[config.mk]
export PLATFORM = sky130hd
export DESIGN_NAME = ghbp_port
export DESIGN_NICKNAME = d
export VERILOG_FILES = /design/src/rtl/ghbp_pkg.sv /design/src/rtl/ghbp_stream_if.sv /design/src/rtl/ghbp_sync.sv /design/src/rtl/ghbp_fifo.sv /design/src/rtl/ghbp_port.sv
export SDC_FILE = /design/constraint.sdc
export NUM_CORES = 1
export LEC_CHECK = 0
export BUFFER_PORTS_ARGS = -buffer_cell sky130_fd_sc_hd__buf_2
export CAP_MARGIN = 40
export CORE_MARGIN = 2
export CORE_UTILIZATION = 48
export CTS_CLUSTER_DIAMETER = 100
export CTS_CLUSTER_SIZE = 14
export DETAILED_ROUTE_END_ITERATION = 8
export HOLD_SLACK_MARGIN = 0.12
export PLACE_DENSITY = 0.62
export SLEW_MARGIN = 0
export SYNTH_ARGS = -nofsm -noshare
export SYNTH_HDL_FRONTEND = slang
export SYNTH_SLANG_ARGS = --single-unit
[constraint.sdc]
create_clock -name core_clk_in -period 5.2 [get_ports core_clk_in]
set_input_delay 0.52 -clock core_clk_in [delete_from_list [all_inputs] [get_ports core_clk_in]]
set_output_delay 0.52 -clock core_clk_in [all_outputs]
set_load 0.02 [all_outputs]
[src/rtl/ghbp_pkg.sv]
// Shared constants and types of the graphics host bus port.
// Assumes a single 20 MHz core clock; all host pins arrive asynchronously.
package ghbp_pkg;

  // ----------------------------------------
  // Widths and depths
  // ----------------------------------------
  localparam int DATA_W      = 16;
  localparam int BYTE_W      = 8;
  localparam int QUEUE_DEPTH = 16;
  localparam int ACT_W       = 4;
  localparam int IRQ_W       = 4;
  localparam int PIN_W       = 25;

  // ----------------------------------------
  // Clock
  // ----------------------------------------
  localparam int CORE_CLK_MAX_HZ    = 20_000_000;
  localparam int CORE_CLK_PERIOD_NS = 50;

  // ----------------------------------------
  // Host port selection
  // ----------------------------------------
  typedef enum logic [1:0] {
    GHBP_PORT_STATUS   = 2'b00,
    GHBP_PORT_BLOCK    = 2'b01,
    GHBP_PORT_REG_PTR  = 2'b10,
    GHBP_PORT_REG_DATA = 2'b11
  } ghbp_port_type;

  // ----------------------------------------
  // Synchronised pin vector layout
  // ----------------------------------------
  localparam int PIN_DATA_LSB   = 0;
  localparam int PIN_SEL_LSB    = 16;
  localparam int PIN_CS_N       = 18;
  localparam int PIN_RD_N       = 19;
  localparam int PIN_WR_N       = 20;
  localparam int PIN_ACK_N      = 21;
  localparam int PIN_INSTR_LINE = 22;
  localparam int PIN_BLOCK_LINE = 23;
  localparam int PIN_MATCH_IN   = 24;
  localparam logic [PIN_W-1:0] PIN_SYNC_RST = 25'h03C_0000;

  // ----------------------------------------
  // Status word layout
  // ----------------------------------------
  localparam int ST_ACT_LSB     = 0;
  localparam int ST_IRQ_LSB     = 4;
  localparam int ST_INSTR_SPACE = 8;
  localparam int ST_BIN_SPACE   = 9;
  localparam int ST_BOUT_AVAIL  = 10;
  localparam int ST_INSTR_LINE  = 11;
  localparam int ST_BLOCK_LINE  = 12;
  localparam int ST_MATCH_IN    = 13;
  localparam int ST_OVERRUN     = 14;
  localparam int ST_UNDERRUN    = 15;

  // ----------------------------------------
  // Reset values
  // ----------------------------------------
  localparam logic [DATA_W-1:0] WORD_RST = 16'h0000;
  localparam logic [BYTE_W-1:0] BYTE_RST = 8'h00;

endpackage

[src/rtl/ghbp_stream_if.sv]
// Valid/ready word stream between the port logic and its queues.
// Assumes both ends share the core clock.
`timescale 1ns/100ps
interface ghbp_stream_if #(parameter int W = 16);
  logic         valid;
  logic         ready;
  logic [W-1:0] data;
  modport src (output valid, output data, input ready);
  modport snk (input valid, input data, output ready);
endinterface

[src/rtl/ghbp_sync.sv]
// Two-stage synchroniser for a vector of asynchronous pins.
// Assumes each bit is a level that stays stable for several core clocks.
`timescale 1ns/100ps
module ghbp_sync #(
  parameter int           W       = 1,
  parameter logic [W-1:0] RST_VAL = '0
) (
  input  wire logic         core_clk_in,
  input  wire logic         arst_n_in,
  input  wire logic [W-1:0] d_in,
  output logic      [W-1:0] q_out
);
  logic [W-1:0] meta_r;

  always_ff @(posedge core_clk_in or negedge arst_n_in) begin
    if (!arst_n_in) begin
      meta_r <= RST_VAL;
      q_out  <= RST_VAL;
    end else begin
      meta_r <= d_in;
      q_out  <= meta_r;
    end
  end
endmodule // ghbp_sync

[src/rtl/ghbp_fifo.sv]
// Word queue with registered read data and registered flags.
// Assumes producer and consumer on the core clock.
`timescale 1ns/100ps
module ghbp_fifo #(
  parameter int WIDTH = 16,
  parameter int DEPTH = 16
) (
  input  wire logic   core_clk_in,
  input  wire logic   arst_n_in,
  ghbp_stream_if.snk  wr_side,
  ghbp_stream_if.src  rd_side
);
  localparam int AW = $clog2(DEPTH);
  localparam logic [AW:0] FULL_CNT = (AW+1)'(DEPTH);

  logic [WIDTH-1:0] mem [DEPTH];
  logic [AW-1:0]    wr_ptr_r;
  logic [AW-1:0]    rd_ptr_r;
  logic [AW-1:0]    rd_ptr_nxt;
  logic [AW:0]      count_r;
  logic [AW:0]      count_nxt;
  logic             push;
  logic             pop;

  assign push       = wr_side.valid && wr_side.ready;
  assign pop        = rd_side.valid && rd_side.ready;
  assign rd_ptr_nxt = pop ? rd_ptr_r + 1'b1 : rd_ptr_r;
  assign count_nxt  = count_r + (push ? 1'b1 : 1'b0) - (pop ? 1'b1 : 1'b0);

  always_ff @(posedge core_clk_in) begin
    if (push) begin
      mem[wr_ptr_r] <= wr_side.data;
    end
  end

  always_ff @(posedge core_clk_in or negedge arst_n_in) begin
    if (!arst_n_in) begin
      wr_ptr_r      <= '0;
      rd_ptr_r      <= '0;
      count_r       <= '0;
      wr_side.ready <= 1'b1;
      rd_side.valid <= 1'b0;
      rd_side.data  <= '0;
    end else begin
      wr_ptr_r      <= push ? wr_ptr_r + 1'b1 : wr_ptr_r;
      rd_ptr_r      <= rd_ptr_nxt;
      count_r       <= count_nxt;
      wr_side.ready <= count_nxt != FULL_CNT;
      rd_side.valid <= count_nxt != '0;
      // Bypass the word being written when it becomes the head
      rd_side.data  <= (push && wr_ptr_r == rd_ptr_nxt) ? wr_side.data : mem[rd_ptr_nxt];
    end
  end
endmodule // ghbp_fifo

[src/rtl/ghbp_port.sv]
// Host bus slave port: pins, queues, request lines, buffer enable.
// Assumes host pins asynchronous to core_clk_in; microengine on core_clk_in.
// Contract
// - Slave only; 16-bit data bus, optional 8-bit mode.
// - Data line 15 is the word's most significant bit.
// - Two select bits with chip select pick one of four ports.
// - Read strobe with chip select drives addressed port onto bus.
// - Write strobe with chip select captures bus into addressed port.
// - Fly-by acknowledge with read strobe pushes bus word into block input queue.
// - Fly-by acknowledge with write strobe pops block output queue onto bus.
// - During fly-by acknowledge only block queues are used; select ignored.
// - Instruction queue fed only through its port, never fly-by.
// - Block queues support both port and fly-by transfers.
// - Instruction request open drain, pulled low while not requesting.
// - Instruction request released only with room for a word.
// - Block request open drain, pulled low while not ready.
// - Block request released on input room or output word available.
// - Buffer enable for status port, other ports with activity, fly-by with activity.
// - Interrupt output high while any interrupt pending; status shows cause.
// - Everything runs from one core clock of at most 20 MHz.
// - Core clock, video clock and host transfers are mutually asynchronous.
// - Reset aborts everything and forces a defined state.
// - Match output high on colour match, low otherwise.
`timescale 1ns/100ps
module ghbp_port (
  input  wire logic                      core_clk_in,
  input  wire logic                      arst_n_in,
  input  wire logic [ghbp_pkg::DATA_W-1:0] host_data_in,
  output logic      [ghbp_pkg::DATA_W-1:0] host_data_out,
  output logic                           host_data_oe_out,
  input  wire logic [1:0]                port_select_in,
  input  wire logic                      cs_n_in,
  input  wire logic                      rd_n_in,
  input  wire logic                      wr_n_in,
  input  wire logic                      flyby_dma_ack_n_in,
  input  wire logic                      byte_mode_in,
  input  wire logic                      instr_queue_request_in,
  output logic                           instr_queue_request_out,
  output logic                           instr_queue_request_oe_out,
  input  wire logic                      block_data_request_in,
  output logic                           block_data_request_out,
  output logic                           block_data_request_oe_out,
  output logic                           ext_buffer_enable_out,
  output logic                           irq_out,
  input  wire logic [ghbp_pkg::IRQ_W-1:0]  irq_pending_in,
  input  wire logic [ghbp_pkg::ACT_W-1:0]  activity_bits_in,
  input  wire logic                      block_input_mode_in,
  input  wire logic                      block_output_mode_in,
  input  wire logic                      color_match_in,
  output logic                           match_report_out,
  input  wire logic                      match_combined_in,
  output logic                           match_combined_out,
  output logic      [ghbp_pkg::DATA_W-1:0] instr_data_out,
  output logic                           instr_valid_out,
  input  wire logic                      instr_ready_in,
  output logic      [ghbp_pkg::DATA_W-1:0] bin_data_out,
  output logic                           bin_valid_out,
  input  wire logic                      bin_ready_in,
  input  wire logic [ghbp_pkg::DATA_W-1:0] bout_data_in,
  input  wire logic                      bout_valid_in,
  output logic                           bout_ready_out,
  output logic      [ghbp_pkg::DATA_W-1:0] reg_addr_out,
  output logic      [ghbp_pkg::DATA_W-1:0] reg_wdata_out,
  output logic                           reg_wr_out,
  input  wire logic [ghbp_pkg::DATA_W-1:0] reg_rdata_in
);
  import ghbp_pkg::*;

  // ----------------------------------------
  // Pin synchronisation
  // ----------------------------------------
  logic [PIN_W-1:0]  pins_s;
  logic [DATA_W-1:0] data_s;
  ghbp_port_type     sel_s;
  logic              cs_s;
  logic              rd_s;
  logic              wr_s;
  logic              ack_s;
  ghbp_sync #(.W(PIN_W), .RST_VAL(PIN_SYNC_RST)) u_pin_sync (
    .core_clk_in (core_clk_in),
    .arst_n_in   (arst_n_in),
    .d_in        ({match_combined_in, block_data_request_in, instr_queue_request_in,
                   flyby_dma_ack_n_in, wr_n_in, rd_n_in, cs_n_in, port_select_in, host_data_in}),
    .q_out       (pins_s)
  );
  assign data_s = pins_s[PIN_DATA_LSB +: DATA_W];
  assign sel_s  = ghbp_port_type'(pins_s[PIN_SEL_LSB +: 2]);
  assign cs_s   = !pins_s[PIN_CS_N];
  assign rd_s   = !pins_s[PIN_RD_N];
  assign wr_s   = !pins_s[PIN_WR_N];
  assign ack_s  = !pins_s[PIN_ACK_N];

  // ----------------------------------------
  // Queues
  // ----------------------------------------
  ghbp_stream_if #(.W(DATA_W)) instr_in_if ();
  ghbp_stream_if #(.W(DATA_W)) instr_out_if ();
  ghbp_stream_if #(.W(DATA_W)) bin_in_if ();
  ghbp_stream_if #(.W(DATA_W)) bin_out_if ();
  ghbp_stream_if #(.W(DATA_W)) bout_in_if ();
  ghbp_stream_if #(.W(DATA_W)) bout_out_if ();

  ghbp_fifo #(.WIDTH(DATA_W), .DEPTH(QUEUE_DEPTH)) u_instr_q (
    .core_clk_in (core_clk_in),
    .arst_n_in   (arst_n_in),
    .wr_side     (instr_in_if),
    .rd_side     (instr_out_if)
  );
  ghbp_fifo #(.WIDTH(DATA_W), .DEPTH(QUEUE_DEPTH)) u_bin_q (
    .core_clk_in (core_clk_in),
    .arst_n_in   (arst_n_in),
    .wr_side     (bin_in_if),
    .rd_side     (bin_out_if)
  );
  ghbp_fifo #(.WIDTH(DATA_W), .DEPTH(QUEUE_DEPTH)) u_bout_q (
    .core_clk_in (core_clk_in),
    .arst_n_in   (arst_n_in),
    .wr_side     (bout_in_if),
    .rd_side     (bout_out_if)
  );

  assign instr_data_out     = instr_out_if.data;
  assign instr_valid_out    = instr_out_if.valid;
  assign instr_out_if.ready = instr_ready_in;
  assign bin_data_out       = bin_out_if.data;
  assign bin_valid_out      = bin_out_if.valid;
  assign bin_out_if.ready   = bin_ready_in;
  assign bout_in_if.data    = bout_data_in;
  assign bout_in_if.valid   = bout_valid_in;
  assign bout_ready_out     = bout_in_if.ready;

  // ----------------------------------------
  // Access decode
  // ----------------------------------------
  logic              host_rd, host_wr, rd_prev_r, wr_prev_r, rd_rise, wr_rise;
  logic              wr_hi_r, rd_hi_r, do_write, do_read, any_activity_bit, overrun_r, underrun_r;
  ghbp_port_type     tgt;
  logic [BYTE_W-1:0] wr_hold_r, rd_hold_r;
  logic [DATA_W-1:0] wr_word, rd_word, status_word;

  // Fly-by swaps strobe meaning and forces the block port; chip select is
  // assumed absent then, so acknowledge simply wins
  assign host_rd = ack_s ? wr_s : (cs_s && rd_s);
  assign host_wr = ack_s ? rd_s : (cs_s && wr_s);
  assign tgt     = ack_s ? GHBP_PORT_BLOCK : sel_s;
  assign rd_rise = host_rd && !rd_prev_r;
  assign wr_rise = host_wr && !wr_prev_r;
  assign any_activity_bit     = |activity_bits_in;

  // Byte mode: low byte first, high byte completes the word
  assign do_write = wr_rise && (!byte_mode_in || wr_hi_r);
  assign do_read  = rd_rise && (!byte_mode_in || !rd_hi_r);
  assign wr_word  = byte_mode_in ? {data_s[BYTE_W-1:0], wr_hold_r} : data_s;

  always_ff @(posedge core_clk_in or negedge arst_n_in) begin
    if (!arst_n_in) begin
      rd_prev_r <= 1'b0;
      wr_prev_r <= 1'b0;
    end else begin
      rd_prev_r <= host_rd;
      wr_prev_r <= host_wr;
    end
  end

  always_ff @(posedge core_clk_in or negedge arst_n_in) begin
    if (!arst_n_in) begin
      wr_hi_r   <= 1'b0;
      rd_hi_r   <= 1'b0;
      wr_hold_r <= BYTE_RST;
      rd_hold_r <= BYTE_RST;
    end else begin
      if (!byte_mode_in) begin
        wr_hi_r <= 1'b0;
        rd_hi_r <= 1'b0;
      end else begin
        if (wr_rise) begin
          wr_hi_r <= !wr_hi_r;
        end
        if (rd_rise) begin
          rd_hi_r <= !rd_hi_r;
        end
      end
      if (wr_rise && !wr_hi_r) begin
        wr_hold_r <= data_s[BYTE_W-1:0];
      end
      if (do_read) begin
        rd_hold_r <= rd_word[DATA_W-1:BYTE_W];
      end
    end
  end

  // ----------------------------------------
  // Port writes
  // ----------------------------------------
  assign instr_in_if.valid = do_write && tgt == GHBP_PORT_STATUS;
  assign instr_in_if.data  = wr_word;
  assign bin_in_if.valid   = do_write && tgt == GHBP_PORT_BLOCK;
  assign bin_in_if.data    = wr_word;

  always_ff @(posedge core_clk_in or negedge arst_n_in) begin
    if (!arst_n_in) begin
      reg_addr_out  <= WORD_RST;
      reg_wdata_out <= WORD_RST;
      reg_wr_out    <= 1'b0;
    end else begin
      reg_wr_out <= do_write && tgt == GHBP_PORT_REG_DATA;
      if (do_write && tgt == GHBP_PORT_REG_PTR) begin
        reg_addr_out <= wr_word;
      end
      if (do_write && tgt == GHBP_PORT_REG_DATA) begin
        reg_wdata_out <= wr_word;
      end
    end
  end

  // ----------------------------------------
  // Port reads
  // ----------------------------------------
  assign bout_out_if.ready = do_read && tgt == GHBP_PORT_BLOCK;

  always_comb begin
    status_word                             = WORD_RST;
    status_word[ST_ACT_LSB +: ACT_W]        = activity_bits_in;
    status_word[ST_IRQ_LSB +: IRQ_W]        = irq_pending_in;
    status_word[ST_INSTR_SPACE]             = instr_in_if.ready;
    status_word[ST_BIN_SPACE]               = bin_in_if.ready;
    status_word[ST_BOUT_AVAIL]              = bout_out_if.valid;
    status_word[ST_INSTR_LINE]              = pins_s[PIN_INSTR_LINE];
    status_word[ST_BLOCK_LINE]              = pins_s[PIN_BLOCK_LINE];
    status_word[ST_MATCH_IN]                = pins_s[PIN_MATCH_IN];
    status_word[ST_OVERRUN]                 = overrun_r;
    status_word[ST_UNDERRUN]                = underrun_r;
  end

  always_comb begin
    unique case (tgt)
      GHBP_PORT_STATUS:   rd_word = status_word;
      GHBP_PORT_BLOCK:    rd_word = bout_out_if.valid ? bout_out_if.data : WORD_RST;
      GHBP_PORT_REG_PTR:  rd_word = reg_addr_out;
      GHBP_PORT_REG_DATA: rd_word = reg_rdata_in;
    endcase
  end

  always_ff @(posedge core_clk_in or negedge arst_n_in) begin
    if (!arst_n_in) begin
      host_data_out    <= WORD_RST;
      host_data_oe_out <= 1'b0;
    end else begin
      host_data_oe_out <= host_rd;
      if (do_read) begin
        host_data_out <= byte_mode_in ? {BYTE_RST, rd_word[BYTE_W-1:0]} : rd_word;
      end else if (rd_rise) begin
        host_data_out <= {BYTE_RST, rd_hold_r};
      end
    end
  end

  // Sticky error flags; a new event wins over the clear by a status read
  always_ff @(posedge core_clk_in or negedge arst_n_in) begin
    if (!arst_n_in) begin
      overrun_r  <= 1'b0;
      underrun_r <= 1'b0;
    end else begin
      if ((instr_in_if.valid && !instr_in_if.ready) || (bin_in_if.valid && !bin_in_if.ready)) begin
        overrun_r <= 1'b1;
      end else if (do_read && tgt == GHBP_PORT_STATUS) begin
        overrun_r <= 1'b0;
      end
      if (bout_out_if.ready && !bout_out_if.valid) begin
        underrun_r <= 1'b1;
      end else if (do_read && tgt == GHBP_PORT_STATUS) begin
        underrun_r <= 1'b0;
      end
    end
  end

  // ----------------------------------------
  // Request lines, buffer enable, interrupt, match
  // ----------------------------------------
  logic block_release;

  // Hold low through a cycle whose push or pop may fill or drain the queue
  assign block_release = (block_input_mode_in && bin_in_if.ready && !bin_in_if.valid) ||
                         (block_output_mode_in && bout_out_if.valid && !bout_out_if.ready);

  always_ff @(posedge core_clk_in or negedge arst_n_in) begin
    if (!arst_n_in) begin
      instr_queue_request_out    <= 1'b0;
      instr_queue_request_oe_out <= 1'b1;
      block_data_request_out     <= 1'b0;
      block_data_request_oe_out  <= 1'b1;
    end else begin
      instr_queue_request_out    <= 1'b0;
      instr_queue_request_oe_out <= !instr_in_if.ready || instr_in_if.valid;
      block_data_request_out     <= 1'b0;
      block_data_request_oe_out  <= !block_release;
    end
  end

  always_ff @(posedge core_clk_in or negedge arst_n_in) begin
    if (!arst_n_in) begin
      ext_buffer_enable_out <= 1'b0;
      irq_out               <= 1'b0;
      match_report_out      <= 1'b0;
      match_combined_out    <= 1'b0;
    end else begin
      ext_buffer_enable_out <= (cs_s && !ack_s && (sel_s == GHBP_PORT_STATUS || any_activity_bit)) ||
                               (ack_s && any_activity_bit);
      irq_out               <= |irq_pending_in;
      match_report_out      <= color_match_in;
      match_combined_out    <= pins_s[PIN_MATCH_IN];
    end
  end
endmodule // ghbp_port

## Word-level counts from Yosys, hierarchy flattened

Memories as Yosys holds them, arrays and structs flattened. A register that Yosys moved wholly into a read port is not among the register bits.
Cells that the tools add are included.

- Equality and inequality tests: 8
- Add/sub/neg operators: 12
- Muxes and demuxes: 31
- Reductions and logical operators: 64

Operators by type and width:

| kind | count |
|---|---|
| $mux W16 | 5 |
| $pmux W16 S4 | 1 |
| $logic_and A1 B1 Y1 | 29 |
| $add A4 B1 Y4 const B | 6 |
| $mux W1 | 21 |
| $logic_not A1 Y1 | 18 |
| $add A5 B5 Y5 | 3 |
| $ne A5 B5 Y1 const B | 3 |
| $reduce_bool A5 Y1 | 3 |
| $sub A5 B5 Y5 | 3 |
| $mux W4 | 3 |
| $reduce_or A4 Y1 | 2 |
| $logic_or A1 B1 Y1 | 7 |
| $reduce_bool A2 Y1 | 3 |
| $eq A2 B2 Y1 const B | 2 |
| $logic_not A2 Y1 | 2 |
| $ne A2 B1 Y1 const B | 2 |
| $eq A2 B1 Y1 const B | 1 |
| $mux W2 | 1 |

- Word-level logic and storage cells: 153
- Flip-flop bits (word level): 172
- Output and inout port bits: 93
- Memories kept: 3
- Bits in writable memories: 768

Memories:

| memory | depth | width | read ports | clocked after memory_dff | wr ports | line | RTL |
|---|---|---|---|---|---|---|---|
| u_bin_q.mem | 16 | 16 | 1 | 1 | 1 | ghbp_fifo.sv:16 | `logic [WIDTH-1:0] mem [DEPTH];` |
| u_bout_q.mem | 16 | 16 | 1 | 1 | 1 | ghbp_fifo.sv:16 |  |
| u_instr_q.mem | 16 | 16 | 1 | 1 | 1 | ghbp_fifo.sv:16 |  |

## Depth between registers and ports, before layout

- Depth in word-level cells: 11
- Depth in mapped cells: 15
- Depth with buffers taken out: 14

## By module

From an unflattened synthesis, not the netlist that was laid out.

- Cell total of the unflattened synthesis: 4043
- Area total of the unflattened synthesis: 46647.2 um^2

Modules (own cells, without submodules):

| module | cells an instance | area each (um^2) | instances |
|---|---|---|---|
| ghbp_fifo at u_bout_q | 1216 | 13882.1 | 1 |
| ghbp_fifo at u_bin_q | 1216 | 13817.0 | 1 |
| ghbp_fifo at u_instr_q | 1215 | 13804.5 | 1 |
| ghbp_port | 346 | 3882.5 | 1 |
| ghbp_sync | 50 | 1261.2 | 1 |

## Least setup slack after synthesis

OpenSTA, ideal clock, no wires.

- Path kind: register to register
- Start point: reg u_pin_sync.q_out[21]
- End point: reg u_bout_q.rd_side.valid
- Cell stages (with the launch flop): 14
- Data required time: 5069 ps
- Arrival: 2767 ps
- Setup slack: 2302 ps
- Library setup time: 131 ps
- Clock period less this slack: 2898 ps
- Cell sequence: dfstp_2 > buf_6 > nor2_1 > o21a_2 > nand2_1 > clkinv_1 > ha_1 > inv_1 > ha_1 > inv_1 > fa_1 > inv_1 > nor4_1 > nand2b_1

- Word-level cells in the longest chain between the ends: 8

Ends and longest elaborated chain:

| what | line | RTL |
|---|---|---|
| start: declaration | ghbp_sync.sv:11 | `output logic [W-1:0] q_out` |
| start signal: assignment | ghbp_sync.sv:21 | `q_out <= meta_r;` |
| $mux W1 | ghbp_port.sv:143 | `assign host_rd = ack_s ? wr_s : (cs_s && rd_s);` |
| $logic_and A1 B1 Y1 | ghbp_port.sv:146 | `assign rd_rise = host_rd && !rd_prev_r;` |
| $logic_and A1 B1 Y1 | ghbp_port.sv:152 | `assign do_read = rd_rise && (!byte_mode_in \|\| !rd_hi_r);` |
| $logic_and A1 B1 Y1 * | ghbp_port.sv:219 | `assign bout_out_if.ready = do_read && tgt == GHBP_PORT_BLOCK;` |
| $logic_and A1 B1 Y1 * | ghbp_fifo.sv:26 | `assign pop = rd_side.valid && rd_side.ready;` |
| $mux W1 * | ghbp_fifo.sv:28 | `assign count_nxt = count_r + (push ? 1'b1 : 1'b0) - (pop ? 1'b1 : 1'b0);` |
| $sub A5 B5 Y5 * | ghbp_fifo.sv:28 |  |
| named net u_bout_q.count_nxt[1] | ghbp_fifo.sv:21 | `logic [AW:0] count_nxt;` |
| $reduce_bool A5 Y1 * | ghbp_fifo.sv:49 | `rd_side.valid <= count_nxt != '0;` |
| end signal: assignment | ghbp_fifo.sv:42 | `rd_side.valid <= 1'b0;` |
| end signal: assignment | ghbp_fifo.sv:49 |  |
| end: declaration | ghbp_stream_if.sv:8 | `modport src (output valid, output data, input ready);` |

Mark *: on every way through the listed nets, which the timed path passes. The rest lies on a longest branch.
A chain may end at the register's enable or synchronous reset.

## Final worst setup path

- Start point: reg u_pin_sync.q_out[21]
- End point: mem u_bin_q.mem[2][1], enable pin

- Word-level cells in the longest chain between the ends: 7

Ends and longest elaborated chain:

| what | line | RTL |
|---|---|---|
| $mux W1 | ghbp_port.sv:144 | `assign host_wr = ack_s ? rd_s : (cs_s && wr_s);` |
| $logic_and A1 B1 Y1 | ghbp_port.sv:147 | `assign wr_rise = host_wr && !wr_prev_r;` |
| $logic_and A1 B1 Y1 | ghbp_port.sv:151 | `assign do_write = wr_rise && (!byte_mode_in \|\| wr_hi_r);` |
| $logic_and A1 B1 Y1 * | ghbp_port.sv:197 | `assign bin_in_if.valid = do_write && tgt == GHBP_PORT_BLOCK;` |
| $logic_and A1 B1 Y1 * | ghbp_fifo.sv:25 | `assign push = wr_side.valid && wr_side.ready;` |
| $mux W1 * | ghbp_fifo.sv:31 | `if (push) begin` |
| $mux W1 (not written as such) * | ghbp_fifo.sv:32 | `mem[wr_ptr_r] <= wr_side.data;` |
| end: declaration | ghbp_fifo.sv:16 |  |

Every way passes the cells marked *; elsewhere a longest branch is shown, timed or not.

==> impl_results.rst <==
.. list-table::
   :header-rows: 1

   * - Metric
     - Value
   * - Detailed Routing Iterations Pass 1
     - 6
   * - Die width
     - 295 um
   * - Count of instances resized after the clock tree is built
     - 0
   * - Nature of the critical path startpoint
     - register
   * - Placer congestion estimate
     - 0.887
   * - Critical path fanouts, max
     - 29
   * - Worst-Margin Slew
     - 0.966 ns
   * - Class of the most critical setup path
     - register to register
   * - Post-synthesis instance area
     - 40600 sq um
   * - Final worst path period share
     - 0.792
   * - Worst r2r dst
     - u_bin_q.mem[2][1]
   * - Number of rows created at floorplan
     - 106
   * - Instance count of the mapped netlist
     - 2420
   * - H-tree Lvls
     - 3
   * - Top cell type's share of synthesized area
     - 0.568
   * - Wire length per cell
     - 26.9 um
   * - Max clock buf depth
     - 3
   * - Leak
     - 16.8 nW
   * - Core Box Area
     - 83700 sq um
   * - Ratio of cells with drive above 1 in the final layout
     - 0.221
   * - Register bit total from synthesis
     - 988
   * - Clk root buf
     - sky130_fd_sc_hd__clkbuf_16
   * - Total number of yosys warnings
     - 0
   * - DRT antenna net count
     - 0
   * - Detail Placement HPWL
     - 70200 um
   * - Antenna violations before repair
     - 2
   * - Most used flip-flop cell after synthesis
     - sky130_fd_sc_hd__edfxtp_1
   * - Later-pin clock latency in the skew report
     - 0.64 ns
   * - Hold Crit Start
     - block_input_mode_in
   * - Die boundary height
     - 295 um
   * - Hold-critical path endpoint
     - block_data_request_oe_out
   * - Post-route non-filler standard cell count
     - 3863
   * - RSZ-0062 raised after global routing
     - false
   * - Number of setup buffers added after CTS
     - 0
   * - Number of CTS-inserted buffers
     - 80
   * - Cell count after placement
     - 3685
   * - Share of the yosys chip area belonging to registers
     - 0.704
   * - Area of the die
     - 86900 sq um
   * - CP Data Arrival Time
     - 4.36 ns
   * - Unique cell type count in the Yosys netlist
     - 66
   * - Syn_area_per_cell
     - 16.8 sq um
   * - Total Nets Final
     - 2770
   * - Initial core utilization
     - 0.485
   * - Vias in the first global route
     - 22837
   * - Number of DRC violations after detailed routing
     - 0
   * - Critical register-to-register path startpoint
     - u_pin_sync.q_out[21]
   * - Highest ir drop seen on vdd
     - 0.559 mV
   * - Number of violations reported at the end of detailed-routing iteration 0
     - 2595
   * - Hold-critical path depth
     - 4
   * - Wire length of the first global-routing pass
     - 152000 um
   * - Worst clock skew on the final layout
     - 0.0325 ns
   * - Post-route minimum period
     - 4.12 ns
   * - CTS clk-pin slew, worst paths
     - 0.07 ns
   * - Fin. Hold Viols
     - 0
   * - Maximum clock frequency
     - 0.243 GHz
   * - Most frequent cells after synthesis
     - 768 x sky130_fd_sc_hd__edfxtp_1, 215 x sky130_fd_sc_hd__nand2_1, 207 x sky130_fd_sc_hd__dfrtp_1
   * - Diodes inserted
     - 0
   * - Count of final max-slew check failures
     - 0
   * - Synth-to-layout area growth
     - 14.0%
   * - Post-Route Setup TNS
     - 0 ns
   * - Register-to-Register Path Depth
     - 6
   * - CP endpoint kind
     - register
   * - Max cap viols
     - 0
   * - Number of I/O pins
     - 167
   * - Average vias per placed instance
     - 5.97
   * - Post-layout utilization of the core
     - 0.553
   * - CP required
     - 5.45 ns
   * - Remaining max-slew budget at the tightest pin
     - 0.356
   * - Remaining global-route overflow
     - 0
   * - Dominant cell type by area after synthesis
     - sky130_fd_sc_hd__edfxtp_1
   * - Pin count of the biggest net entering global routing
     - 131
   * - CTS tree
     - done
   * - Global-route usage over all layers
     - 0.239
   * - Worst-case register-to-register setup slack
     - 1.08 ns
   * - Pwr per Cell Area
     - 573 nW/um^2
   * - Quantity of I/O buffers inserted on ports
     - 164
   * - Leading post-synthesis cells by cell area
     - sky130_fd_sc_hd__edfxtp_1 57%, sky130_fd_sc_hd__dfrtp_1 13%, sky130_fd_sc_hd__mux4_2 9.8%
   * - Total via count in the routed design
     - 23058
   * - Aggregate routed wire length
     - 104000 um
   * - Clock Sink Count
     - 988
   * - Number of enable-type register cells in the synthesized netlist
     - 768
   * - Most frequent cell after synthesis
     - sky130_fd_sc_hd__edfxtp_1
   * - Setup violation total in the final timing report
     - 0
   * - Status
     - completed
   * - Hold/Removal Path Class
     - input pin to register
   * - Fraction of registers with async set or reset after synthesis
     - 0.223
[metrics by stage]
step	area, sq um	total power (W)	setup WS [ns]	hold WS (ns)
floorplan	40600	0.0173	2.30	0.224
global placement	42800	0.0205	1.13	0.333
detailed placement	43600	0.0209	1.05	0.336
CTS	46300	0.0267	1.10	0.227
global route	46300	0.0277	0.852	0.273
finish	46300	0.0265	1.08	0.262
[timing repair]
action / 4_1_cts / 5_1_grt
hold endpoints to repair: 112 / 0
hold buffers: 30 / 0
endpoints found under the setup margin: 0 / 0
[registers in the layout, indices dropped and copies added, names as in the netlist, 5 cells and up]
| signal | count |
|---|---|
| u_instr_q.rd_side.data | 16 |
| u_pin_sync.meta_r | 25 |
| u_instr_q.count_r | 5 |
| u_bin_q.mem | 256 |
| wr_hold_r | 8 |
| u_bin_q.count_r | 5 |
| u_bout_q.mem | 256 |
| rd_hold_r | 8 |
| u_bout_q.rd_side.data | 16 |
| u_bin_q.rd_side.data | 16 |
| reg_wdata_out | 16 |
| u_pin_sync.q_out | 25 |
| u_instr_q.mem | 256 |
| host_data_out | 16 |
| u_bout_q.count_r | 5 |
| reg_addr_out | 16 |
[critical path, cell delays in order (launching register included)]
cell and delay (ns):
sky130_fd_sc_hd__dfstp_2 0.89, sky130_fd_sc_hd__inv_2 0.14, sky130_fd_sc_hd__a2111oi_4 0.67, sky130_fd_sc_hd__and3_1 0.67, sky130_fd_sc_hd__nor2b_1 0.40, sky130_fd_sc_hd__nor2b_1 0.28, sky130_fd_sc_hd__and2_1 0.65
[power by group]
group	total (W)	internal, W	switching [W]
Clock	0.00572	0.00296	0.00276
Combinational	0.0105	0.00459	0.00594
Sequential	0.0103	0.00953	0.000741
Total	0.0265	0.0171	0.00944
[cells in the final DEF (no fill, tap or decap), types with 25 or more instances in the layout]
cell type / Yosys / final
sky130_fd_sc_hd__mux4_2: 176 / 176
sky130_fd_sc_hd__nand3_1: 54 / 54
sky130_fd_sc_hd__mux2i_1: 173 / 172
sky130_fd_sc_hd__nand2_1: 215 / 215
sky130_fd_sc_hd__buf_2: 33 / 163
sky130_fd_sc_hd__ha_1: 30 / 30
sky130_fd_sc_hd__inv_1: 71 / 71
sky130_fd_sc_hd__dlygate4sd3_1: 0 / 30
sky130_fd_sc_hd__xnor2_1: 27 / 25
sky130_fd_sc_hd__nor2_1: 65 / 62
sky130_fd_sc_hd__clkbuf_16: 0 / 81
sky130_fd_sc_hd__edfxtp_1: 768 / 768
sky130_fd_sc_hd__a21oi_1: 85 / 85
sky130_fd_sc_hd__buf_8: 0 / 30
sky130_fd_sc_hd__and2_1: 36 / 36
sky130_fd_sc_hd__buf_4: 6 / 46
sky130_fd_sc_hd__o21ai_0: 65 / 65
sky130_fd_sc_hd__clkbuf_1: 73 / 60
sky130_fd_sc_hd__dfrtp_1: 207 / 205
sky130_fd_sc_hd__mux2_2: 31 / 31
[cell type report]
type                       instances  area (sq um)
fill                            6518         37400
clock inverter                     7          87.6
tap                             1134          1420
multi-input combinational       1222         11200
sequential                       988         28600
clock buffer                     141          2250
inverter                          78           293
timing repair buffer             293          2430
[cell families (layout without fill, tap and decap cells)]
group	Yosys count	count (layout)	share of synthesized area
flops	988	988	0.704
simple gates	446	446	0.0506
mux	380	380	0.149
compound gates	320	320	0.0525
buf+inv	211	519	0.0221
xor+xnor	41	41	0.0108
fa+ha+maj	33	33	0.0107
other cells	1	2	0.0000924
[worst max path at each step]
stage,start,end,slack (ns),cells past startpoint
floorplan,u_pin_sync.q_out[21],u_bout_q.rd_side.valid,2.30,13
global placement,byte_mode_in,u_bout_q.rd_side.valid,1.13,13
detailed placement,byte_mode_in,u_bout_q.rd_side.valid,1.05,13
CTS,u_pin_sync.q_out[21],u_bin_q.mem[2][0],1.10,6
global route,u_pin_sync.q_out[21],u_bin_q.mem[2][12],0.85,6
finish,u_pin_sync.q_out[21],u_bin_q.mem[2][1],1.08,6
[routing by layer]
layer / part of all wire / track usage
met4: 0.029 / 0.0728
met3: 0.078 / 0.0377
met2: 0.47 / 0.369
met1: 0.43 / 0.353
met5: 0.00024 / 0
(Power assumes the default switching activity.)
